--- src/rtl/iobs_pkg.sv ---
// package of constants and carriers for the io bank select block
package iobs_pkg;
  localparam int          PIN_COUNT   = 16;
  localparam int          ID_W        = 4;
  localparam logic [15:0] DIR_RESET   = 16'h0000;
  localparam logic [15:0] OUT_RESET   = 16'h0000;
  localparam logic [15:0] PULLUP_ONES = 16'hFFFF;

  // bank identifiers
  typedef enum logic {
    IOBS_BANK_MAIN = 1'b0,
    IOBS_BANK_AUX  = 1'b1
  } iobs_bank_t;

  // command opcodes from the interpreter
  typedef enum logic [3:0] {
    IOBS_OP_NONE,
    IOBS_OP_SEL_MAIN,
    IOBS_OP_SEL_AUX,
    IOBS_OP_SEL_VALUE,
    IOBS_OP_WR_DIR_WORD,
    IOBS_OP_WR_OUT_WORD,
    IOBS_OP_PIN_INPUT,
    IOBS_OP_PIN_OUTPUT,
    IOBS_OP_PIN_LOW,
    IOBS_OP_PIN_HIGH,
    IOBS_OP_PIN_TOGGLE,
    IOBS_OP_PIN_REVERSE
  } iobs_op_t;

  // one command with its operands
  typedef struct packed {
    iobs_op_t         op;
    logic [ID_W-1:0]  pin_id;
    logic             sel_value;
    logic [15:0]      word;
  } iobs_cmd_t;

  // direction and output state of one bank
  typedef struct packed {
    logic [15:0] dir;
    logic [15:0] outv;
  } iobs_bank_state_t;
endpackage

--- src/rtl/iobs_top.sv ---
// io bank select: routes pin commands to the main or auxiliary bank
`timescale 1ns/1ps
module iobs_top
  import iobs_pkg::*;
#(
  parameter bit AUX_PRESENT = 1'b1
) (
  // clock, reset, enable
  input  wire logic        SYS_CLK,
  input  wire logic        RST,
  input  wire logic        CE,
  // interpreter command
  input  wire logic        CMD_VALID,
  input  wire iobs_cmd_t   CMD,
  // main physical pins
  input  wire logic [15:0] MAIN_PIN_IN,
  output logic      [15:0] MAIN_PIN_OUT,
  output logic      [15:0] MAIN_PIN_OE_N,
  // auxiliary physical pins
  input  wire logic [15:0] AUX_PIN_IN,
  output logic      [15:0] AUX_PIN_OUT,
  output logic      [15:0] AUX_PIN_OE_N,
  // status back to the interpreter
  output iobs_bank_t       BANK_SEL,
  output logic      [15:0] SEL_PIN_READ,
  output logic      [15:0] SEL_DIR_READ,
  output logic      [15:0] SEL_OUT_READ
);
  // a command acts on the bank selected before it, so a select followed
  // at once by a pin command already steers that pin command
  // pins and readback show each effect one edge after the command edge
  // a low enable freezes every register, the bank selection included
  // the auxiliary state is kept even when its pins are absent, so a
  // later select reads back what was written before

  // selection state and its next value
  iobs_bank_t       bank_q;
  iobs_bank_t       bank_d;

  // command strobes towards the two banks
  logic             cmd_go;
  logic             main_hit;
  logic             aux_hit;

  // state words of both banks and of the selected one
  iobs_bank_state_t main_st;
  iobs_bank_state_t aux_st;
  iobs_bank_state_t sel_st;

  // pin levels as the selected-bank read sees them
  logic [15:0]      aux_in_eff;
  logic [15:0]      sel_pin_d;

  // next values of the pin drive and readback registers
  logic [15:0]      main_out_d;
  logic [15:0]      main_oe_n_d;
  logic [15:0]      aux_out_d;
  logic [15:0]      aux_oe_n_d;
  logic [15:0]      sel_dir_d;
  logic [15:0]      sel_out_d;

  // true when the given bank is the auxiliary one
  function automatic logic is_aux(input iobs_bank_t b);
    return b == IOBS_BANK_AUX;
  endfunction

  // pick the auxiliary or the main word by bank
  function automatic logic [15:0] pick_word(
    input iobs_bank_t  b,
    input logic [15:0] aux_w,
    input logic [15:0] main_w
  );
    return is_aux(b) ? aux_w : main_w;
  endfunction

  // a variant without auxiliary pins shows the idle word instead
  function automatic logic [15:0] aux_gate(
    input logic [15:0] live_w,
    input logic [15:0] idle_w
  );
    return AUX_PRESENT ? live_w : idle_w;
  endfunction

  // a command counts only on an enabled edge
  assign cmd_go = CE && CMD_VALID;

  // a command reaches the bank selected before it, never both
  assign main_hit = CMD_VALID && !is_aux(bank_q);
  assign aux_hit  = CMD_VALID && is_aux(bank_q);

  // next bank from the select commands; other ops keep it
  always_comb begin
    bank_d = bank_q;
    if (cmd_go) begin
      case (CMD.op)
        IOBS_OP_SEL_MAIN:  bank_d = IOBS_BANK_MAIN;
        IOBS_OP_SEL_AUX:   bank_d = IOBS_BANK_AUX;
        IOBS_OP_SEL_VALUE: bank_d = CMD.sel_value ? IOBS_BANK_AUX : IOBS_BANK_MAIN;
        default:           bank_d = bank_q;
      endcase
    end
  end

  // bank selection persists until changed or reset
  always_ff @(posedge SYS_CLK) begin
    if (RST) begin
      bank_q <= IOBS_BANK_MAIN;
    end else if (CE) begin
      bank_q <= bank_d;
    end
  end

  // two independent banks sharing pin ids 0-15
  iobs_bank #(.WIDTH(PIN_COUNT)) u_main (
    .clk   (SYS_CLK),
    .rst   (RST),
    .ce    (CE),
    .hit   (main_hit),
    .cmd   (CMD),
    .state (main_st)
  );

  // the auxiliary bank keeps its words even with no pins behind it
  iobs_bank #(.WIDTH(PIN_COUNT)) u_aux (
    .clk   (SYS_CLK),
    .rst   (RST),
    .ce    (CE),
    .hit   (aux_hit),
    .cmd   (CMD),
    .state (aux_st)
  );

  // absent aux inputs read as pulled high
  assign aux_in_eff = aux_gate(AUX_PIN_IN, PULLUP_ONES);
  assign sel_pin_d  = pick_word(bank_q, aux_in_eff, MAIN_PIN_IN);
  assign sel_st     = is_aux(bank_q) ? aux_st : main_st;

  // pin drive from the bank words; a set direction bit drives the pin
  always_comb begin
    main_out_d  = main_st.outv;
    main_oe_n_d = ~main_st.dir;
    aux_out_d   = aux_gate(aux_st.outv, OUT_RESET);
    aux_oe_n_d  = aux_gate(~aux_st.dir, ~DIR_RESET);
  end

  // readback words of the selected bank
  always_comb begin
    sel_dir_d = sel_st.dir;
    sel_out_d = sel_st.outv;
  end

  // bank status lags the internal selection by one edge
  always_ff @(posedge SYS_CLK) begin
    if (RST) begin
      BANK_SEL <= IOBS_BANK_MAIN;
    end else if (CE) begin
      BANK_SEL <= bank_q;
    end
  end

  // main pin levels
  always_ff @(posedge SYS_CLK) begin
    if (RST) begin
      MAIN_PIN_OUT <= OUT_RESET;
    end else if (CE) begin
      MAIN_PIN_OUT <= main_out_d;
    end
  end

  // main pin enables, low while driving
  always_ff @(posedge SYS_CLK) begin
    if (RST) begin
      MAIN_PIN_OE_N <= ~DIR_RESET;
    end else if (CE) begin
      MAIN_PIN_OE_N <= main_oe_n_d;
    end
  end

  // auxiliary pin levels
  always_ff @(posedge SYS_CLK) begin
    if (RST) begin
      AUX_PIN_OUT <= OUT_RESET;
    end else if (CE) begin
      AUX_PIN_OUT <= aux_out_d;
    end
  end

  // auxiliary pin enables, never low when the pins are absent
  always_ff @(posedge SYS_CLK) begin
    if (RST) begin
      AUX_PIN_OE_N <= ~DIR_RESET;
    end else if (CE) begin
      AUX_PIN_OE_N <= aux_oe_n_d;
    end
  end

  // pin levels of the selected bank
  always_ff @(posedge SYS_CLK) begin
    if (RST) begin
      SEL_PIN_READ <= 16'h0000;
    end else if (CE) begin
      SEL_PIN_READ <= sel_pin_d;
    end
  end

  // direction word of the selected bank
  always_ff @(posedge SYS_CLK) begin
    if (RST) begin
      SEL_DIR_READ <= DIR_RESET;
    end else if (CE) begin
      SEL_DIR_READ <= sel_dir_d;
    end
  end

  // output word of the selected bank
  always_ff @(posedge SYS_CLK) begin
    if (RST) begin
      SEL_OUT_READ <= OUT_RESET;
    end else if (CE) begin
      SEL_OUT_READ <= sel_out_d;
    end
  end
endmodule

--- src/rtl/iobs_bank.sv ---
// one bank of sixteen pins: direction and output words
`timescale 1ns/1ps
module iobs_bank
  import iobs_pkg::*;
#(
  parameter int WIDTH = PIN_COUNT
) (
  // clock and reset
  input  wire logic             clk,
  input  wire logic             rst,
  input  wire logic             ce,
  // command for this bank, valid only when selected
  input  wire logic             hit,
  input  wire iobs_cmd_t        cmd,
  // state
  output iobs_bank_state_t      state
);
  logic [WIDTH-1:0] dir_q;
  logic [WIDTH-1:0] out_q;
  logic [WIDTH-1:0] bit_m;

  assign bit_m = WIDTH'(1) << cmd.pin_id;

  // direction word, held unless this bank is hit
  always_ff @(posedge clk) begin
    if (rst) begin
      dir_q <= DIR_RESET[WIDTH-1:0];
    end else if (ce && hit) begin
      case (cmd.op)
        IOBS_OP_WR_DIR_WORD: dir_q <= cmd.word[WIDTH-1:0];
        IOBS_OP_PIN_INPUT:   dir_q <= dir_q & ~bit_m;
        IOBS_OP_PIN_OUTPUT,
        IOBS_OP_PIN_LOW,
        IOBS_OP_PIN_HIGH,
        IOBS_OP_PIN_TOGGLE:  dir_q <= dir_q | bit_m;
        IOBS_OP_PIN_REVERSE: dir_q <= dir_q ^ bit_m;
        default:             dir_q <= dir_q;
      endcase
    end
  end

  // output word, held unless this bank is hit
  always_ff @(posedge clk) begin
    if (rst) begin
      out_q <= OUT_RESET[WIDTH-1:0];
    end else if (ce && hit) begin
      case (cmd.op)
        IOBS_OP_WR_OUT_WORD: out_q <= cmd.word[WIDTH-1:0];
        IOBS_OP_PIN_LOW:     out_q <= out_q & ~bit_m;
        IOBS_OP_PIN_HIGH:    out_q <= out_q | bit_m;
        IOBS_OP_PIN_TOGGLE:  out_q <= out_q ^ bit_m;
        default:             out_q <= out_q;
      endcase
    end
  end

  assign state.dir  = dir_q;
  assign state.outv = out_q;
endmodule

--- config.mk ---
export PLATFORM = sky130hd
export DESIGN_NAME = iobs_top
export DESIGN_NICKNAME = d
export VERILOG_FILES = /design/src/rtl/iobs_pkg.sv /design/src/rtl/iobs_top.sv /design/src/rtl/iobs_bank.sv
export SDC_FILE = /design/constraint.sdc
export NUM_CORES = 1
export LEC_CHECK = 0
export BUFFER_PORTS_ARGS = -buffer_cell sky130_fd_sc_hd__buf_2
export CORE_ASPECT_RATIO = 1.1
export CORE_UTILIZATION = 55
export DETAILED_ROUTE_END_ITERATION = 10
export PLACE_DENSITY = 0.78
export SLEW_MARGIN = 40
export SYNTH_ARGS = -nofsm -noshare
export SYNTH_HDL_FRONTEND = slang
export SYNTH_SLANG_ARGS = --single-unit
--- constraint.sdc ---
create_clock -name SYS_CLK -period 2.2 [get_ports SYS_CLK]
set_clock_uncertainty 0.15 [all_clocks]
set_input_delay 0.44 -clock SYS_CLK [delete_from_list [all_inputs] [get_ports SYS_CLK]]
set_output_delay 0.44 -clock SYS_CLK [all_outputs]
set_load 0.02 [all_outputs]
==> results_dict.tcl, run 1 <==
set metrics [dict create \
    outcome "finished clean" \
    period_share 0.867 \
    cp.required_ns 2.37 \
    maxCapViolations 0 \
    grt.total_usage 0.291 \
    syn_area_um2 10500 \
    crit_type "in2reg" \
    wl_per_cell_um 17.9 \
    dieArea_um2 19700 \
    ys_seq_area_frac 0.339 \
    drive_above_1_share 0.215 \
    p_int_mw 5.44 \
    final_util 0.675 \
    min_path_type "in2reg" \
    finalInstanceArea_um2 12500 \
    setup_viol 0 \
    syn_inst 1177 \
    die_x_um 134 \
    gr-total-overflow 0 \
    swShare 0.285 \
    postCtsSetupBuffers 0 \
    dpl.hpwl_mm 19.6 \
    synth.top_cell.area_share 0.339 \
    cp_max_fo 6 \
    post_dp_cell_area_um2 11900 \
    register_area_um2 3560 \
    yosysUniqueCellTypes 47 \
    drtIter0Drc 1006 \
    worst_slew_pin_slew_ns 0.732 \
    ys_warn_count 0 \
    grt_pass1_wl_mm 45.4 \
    firstDrtPassIters 8 \
    ant_nets 0 \
    p_sw_mw 2.16 \
    cts-htree-levels 4 \
    synth_nets 1366 \
    drt-total-wl_mm 28.4 \
    multiInputGateArea_um2 6080 \
    initial_core_util 0.567 \
    ir_drop_mv 0.579 \
    die_h_um 147 \
    cp-end-kind "flop" \
    hold_buffers 0 \
    gp_congestion 0.848 \
    avgViaCountPerCell 5.91 \
    yosys_register_bits 178 \
    hold_viol_final 0 \
    power_density_nw_per_um2 608 \
    fill_cells 1490 \
    drc 0 \
    cts_inserted_buffers 17 \
    cp-start-kind "input pin" \
    nets 1521 \
    slew_headroom 0.512 \
    p_leak_nw 5.17 \
    worstPathArrival_ns 2.07 \
    cts_buffer_depth 2 \
    drv_slew 0 \
    boundaryPins 174 \
    ys.flop_type "dfxtp_1" \
    antennaDiodeCount 0 \
    antenna_found_initial 0 \
    synthArstFlopShare 0 \
    fp-row-count 52 \
    avgSynthCellArea_um2 8.93 \
    core_area_um2 18500 \
    max_freq_mhz 525 \
    p_total_mw 7.61 \
    clockPowerShare 0.419 \
    rsz0062_at_grt "no" \
    cts_sinks 178 \
    combPwrFrac 0.136 \
    area_delta_synth_final_pct 19.1 \
    synth_top_area_cell "dfxtp_1" \
    cts_tree "built" \
    insertion_delay_ns 0.44 \
    cts_root_buf "clkbuf_16" \
    dr_total_vias 9386 \
    grt_max_degree 137 \
    fin_crit_ns 1.91 \
    synth_edf_count 0 \
    synth_area_leaders "dfxtp_1, ha_1, mux2i_1" \
    clk_pin_slew_worst_paths_ns 0.07 \
    cts.repair.resized 0 \
    pwr-share-seq 0.444 \
    port_buffers 173 \
    grt_pass1_vias 8673 \
]
worst paths after layout:
| check | end | slack [ns] | depth (start not counted) | startpoint |
|---|---|---|---|---|
| worst max-delay path | u_aux.dir_q[3] | 0.29 | 7 | CMD[17] |
| worst min-delay path | u_main.dir_q[8] | 0.18 | 3 | CMD[8] |
| worst max register to register | u_aux.dir_q[11] | 0.49 | 5 | bank_q |
| worst min register to register | SEL_PIN_READ[13] | 0.33 | 2 | SEL_PIN_READ[13] |
layer usage:
metal,GRT usage,up-vias,share of wire
met1,0.380,4420,0.43
met4,0.118,0,0.025
met3,0.0445,57,0.072
met2,0.480,421,0.47
li1,-,4488,-
met5,0,-,0
cells in the mapped netlist (4+ instances only):
| master | number |
|---|---|
| o311ai_1 | 5 |
| o41ai_2 | 7 |
| or3_1 | 18 |
| ha_1 | 128 |
| o22ai_1 | 20 |
| clkbuf_1 | 46 |
| dfxtp_1 | 178 |
| nor2b_1 | 6 |
| mux2i_1 | 93 |
| buf_6 | 4 |
| a311oi_1 | 32 |
| a222oi_1 | 30 |
| buf_4 | 10 |
| o211ai_1 | 14 |
| and2_1 | 16 |
| o311ai_0 | 9 |
| a211oi_1 | 48 |
| nand2b_1 | 36 |
| a21oi_1 | 52 |
| buf_1 | 10 |
| inv_1 | 106 |
| o41ai_1 | 11 |
| buf_2 | 27 |
| o21ai_0 | 46 |
| nand3_1 | 6 |
| nand2_1 | 75 |
| nor2_1 | 119 |
final cells by class:
class | instances | area share
Multi-Input combinational cell | 796 | 0.486
Sequential cell | 178 | 0.285
Timing Repair Buffer | 233 | 0.124
Clock buffer | 17 | 0.0340
Inverter | 106 | 0.0318
Tap cell | 243 | 0.0243
Clock inverter | 15 | 0.0153
cell usage in the layout, fill, tap and decap left out, types with 46 or more instances in the layout:
cell type and count:
a211oi_1 48, a21oi_1 52, buf_2 171, dfxtp_1 177
ha_1 128, inv_1 106, mux2i_1 93, nand2_1 75
nor2_1 119, o21ai_0 46
cell families after synthesis:
family	after synthesis	synth area share
DFF	178	0.339
and+or+nand+nor	290	0.131
adders and majority gates	128	0.152
AOI/OAI and AO/OA	283	0.203
buffers and inverters	203	0.0822
muxes	94	0.0899
xor gates and xnor gates	1	0.00262
power by group through the flow:
stage	logic [mW]	clock network (mW)	registers [mW]
global route	1.13	3.35	3.39
finish	1.04	3.19	3.38
floorplan	0.589	0	3.52
global placement	0.993	0	3.45
CTS	1.03	3.23	3.38
detailed placement	1.02	0	3.46
stage by stage:
| step | instances | setup slack [ns] | setup TNS [ns] | hold WS (ns) |
|---|---|---|---|---|
| 2_1_floorplan | 1177 | 0.186 | 0 | 0.323 |
| 3_3_place_gp | 1556 | -0.0194 | -0.0262 | 0.304 |
| 3_5_place_dp | 1556 | -0.103 | -0.778 | 0.311 |
| 4_1_cts | 1588 | 0.360 | 0 | 0.160 |
| 5_1_grt | 1588 | 0.105 | 0 | 0.186 |
| 6_report | 1588 | 0.294 | 0 | 0.176 |
sequential cells by signal (all words and copies together) (netlist names):
signal	cells
AUX_PIN_OE_N	16
AUX_PIN_OUT	16
BANK_SEL	1
MAIN_PIN_OE_N	16
MAIN_PIN_OUT	16
SEL_DIR_READ	16
SEL_OUT_READ	16
SEL_PIN_READ	16
bank_q	1
u_aux.dir_q	16
u_aux.out_q	16
u_main.dir_q	16
u_main.out_q	16
critical path: stages:
cell      delay [ns]
buf_2           0.12
nor2b_1         0.29
nand2_1         0.23
buf_4           0.22
ha_1            0.28
a222oi_1        0.35
a311oi_1        0.14
Note: power is estimated with default switching activity, not from simulation.
==> run 2, diff against run 1 <==
--- a/config.mk
+++ b/config.mk
@@ -6,7 +6,7 @@
 export NUM_CORES = 1
 export LEC_CHECK = 0
 export BUFFER_PORTS_ARGS = -buffer_cell sky130_fd_sc_hd__buf_2
-export CORE_ASPECT_RATIO = 1.1
+export CORE_ASPECT_RATIO = 0.5
 export CORE_UTILIZATION = 55
 export DETAILED_ROUTE_END_ITERATION = 10
 export PLACE_DENSITY = 0.78
==> constraint.sdc (replaced) <==
create_clock -name SYS_CLK -period 2.2 [get_ports SYS_CLK]
set_clock_uncertainty 0.15 [all_clocks]
set_input_delay 0.44 -clock SYS_CLK [delete_from_list [all_inputs] [get_ports SYS_CLK]]
set_output_delay 0.44 -clock SYS_CLK [all_outputs]
set_load 0.005 [all_outputs]
==> run 2 against run 1 <==
Against the previous run: highest routed layer unchanged; via count rose by 2.3%; critical endpoint is now u_aux.out_q[13]; final area fell by 0.24%; largest cell class unchanged; sequential power barely moved; clock power fell by 8.2%; utilization fell by 0.25 points; global-route usage rose by 2.0 points; worst setup slack got worse by 0.063 ns; non-clock buffer count rose by 13; power fell by 4.0%.
==> results_dict.tcl, run 2 (synthesis gave the netlist of run 1 again) <==
set metrics [dict create \
    outcome "finished clean" \
    hold-worst-slack_ns 0.163 \
    gr-total-overflow 0 \
    mostFrequentLayoutCell "dfxtp_1" \
    boundaryPins 174 \
    p_sw_mw 2.06 \
    maxCapViolations 0 \
    fin_crit_ns 1.97 \
    avgViaCountPerCell 5.94 \
    hold_buffers 0 \
    grt.total_usage 0.311 \
    postCtsSetupBuffers 0 \
    drive_above_1_share 0.222 \
    cts_tree "built" \
    cts_sinks 178 \
    cp-start-kind "input pin" \
    antenna_found_initial 1 \
    area_delta_synth_final_pct 18.9 \
    p_int_mw 5.24 \
    dr_total_vias 9605 \
    clockPowerShare 0.402 \
    crit_type "in2reg" \
    cp.required_ns 2.41 \
    gp_congestion 0.874 \
    cp_max_fo 5 \
    combPwrFrac 0.134 \
    insertion_delay_ns 0.44 \
    drt-total-wl_mm 30.5 \
    worst_slew_pin_slew_ns 0.829 \
    nets 1534 \
    dpl.hpwl_mm 21.3 \
    cts.repair.resized 0 \
    grt_pass1_wl_mm 48.2 \
    wl_per_cell_um 18.9 \
    pwr-share-seq 0.464 \
    ir_drop_mv 0.557 \
    final_cell_mix "dfxtp_1, buf_2, ha_1" \
    core_area_um2 18600 \
    initial_core_util 0.566 \
    setup_viol 0 \
    power_density_nw_per_um2 585 \
    min_path_type "in2reg" \
    port_buffers 173 \
    die_x_um 197 \
    cts_root_buf "clkbuf_16" \
    fp-row-count 35 \
    rsz0062_at_grt "no" \
    cts_inserted_buffers 17 \
    grt_pass1_vias 9263 \
    drv_slew 0 \
    grt_max_degree 116 \
    clk_pin_slew_worst_paths_ns 0.07 \
    cp-end-kind "flop" \
    firstDrtPassIters 7 \
    period_share 0.895 \
    ant_nets 0 \
    cts-htree-levels 4 \
    slew_headroom 0.447 \
    worstPathArrival_ns 2.18 \
    hold_viol_final 0 \
    drtIter0Drc 949 \
    swShare 0.282 \
    cts_buffer_depth 2 \
    worst_slack_ns 0.231 \
    max_freq_mhz 508 \
    p_leak_nw 5.17 \
    die_h_um 99.7 \
    dieArea_um2 19700 \
    drc 0 \
    pre_cts_slack_ns -0.114 \
]
-- run 2: final cells by class --
class                      count  area [um2]
multi-input combinational    796        6080
fill                        1524        6080
sequential                   178        3570
inverter                     106         398
clock buffer                  19         453
clock inverter                13        98.8
timing repair buffer         246        1560
antenna                        1        2.50
tap                          259         324
-- run 2: path summary, 6_finish.rpt --
path	slack, ns	end	startpoint	cells after the start
min	0.16	u_main.dir_q[11]	CMD[11]	3
max	0.23	u_aux.out_q[13]	CMD[20]	8
max reg2reg	0.43	u_main.dir_q[12]	bank_q	5
min reg2reg	0.33	SEL_PIN_READ[2]	SEL_PIN_READ[2]	2
-- run 2: critical path: stages --
cell,delay (ns)
buf_2,0.12
nor2b_1,0.24
nand3_1,0.28
ha_1,0.27
and2_1,0.16
o311ai_0,0.36
o211ai_1,0.16
a21oi_1,0.16
-- run 2: power by group through the flow --
stage / combinational (mW) / sequential [mW] / clock [mW]
finish: 0.982 / 3.39 / 2.93
detailed placement: 0.960 / 3.46 / 0
global route: 1.07 / 3.40 / 3.11
CTS: 0.968 / 3.38 / 2.97
floorplan: 0.589 / 3.44 / 0
global placement: 0.918 / 3.45 / 0
-- run 2: layer usage --
layer	wire length, um	GRT usage
met5	0	0
met4	551	0.100
met3	2650	0.0780
met2	13100	0.480
met1	14200	0.425
-- run 2: stage by stage --
stage / TNS [ns] / std cells / power [mW] / util / cell area (um2)
3_3_place_gp: -0.0275 / 1585 / 4.37 / 0.643 / 11900
5_1_grt: 0 / 1618 / 7.57 / 0.672 / 12500
2_1_floorplan: 0 / 1177 / 4.03 / - / 10500
4_1_cts: 0 / 1617 / 7.32 / 0.672 / 12500
6_report: 0 / 1618 / 7.30 / 0.672 / 12500
3_5_place_dp: -1.67 / 1585 / 4.42 / 0.643 / 11900
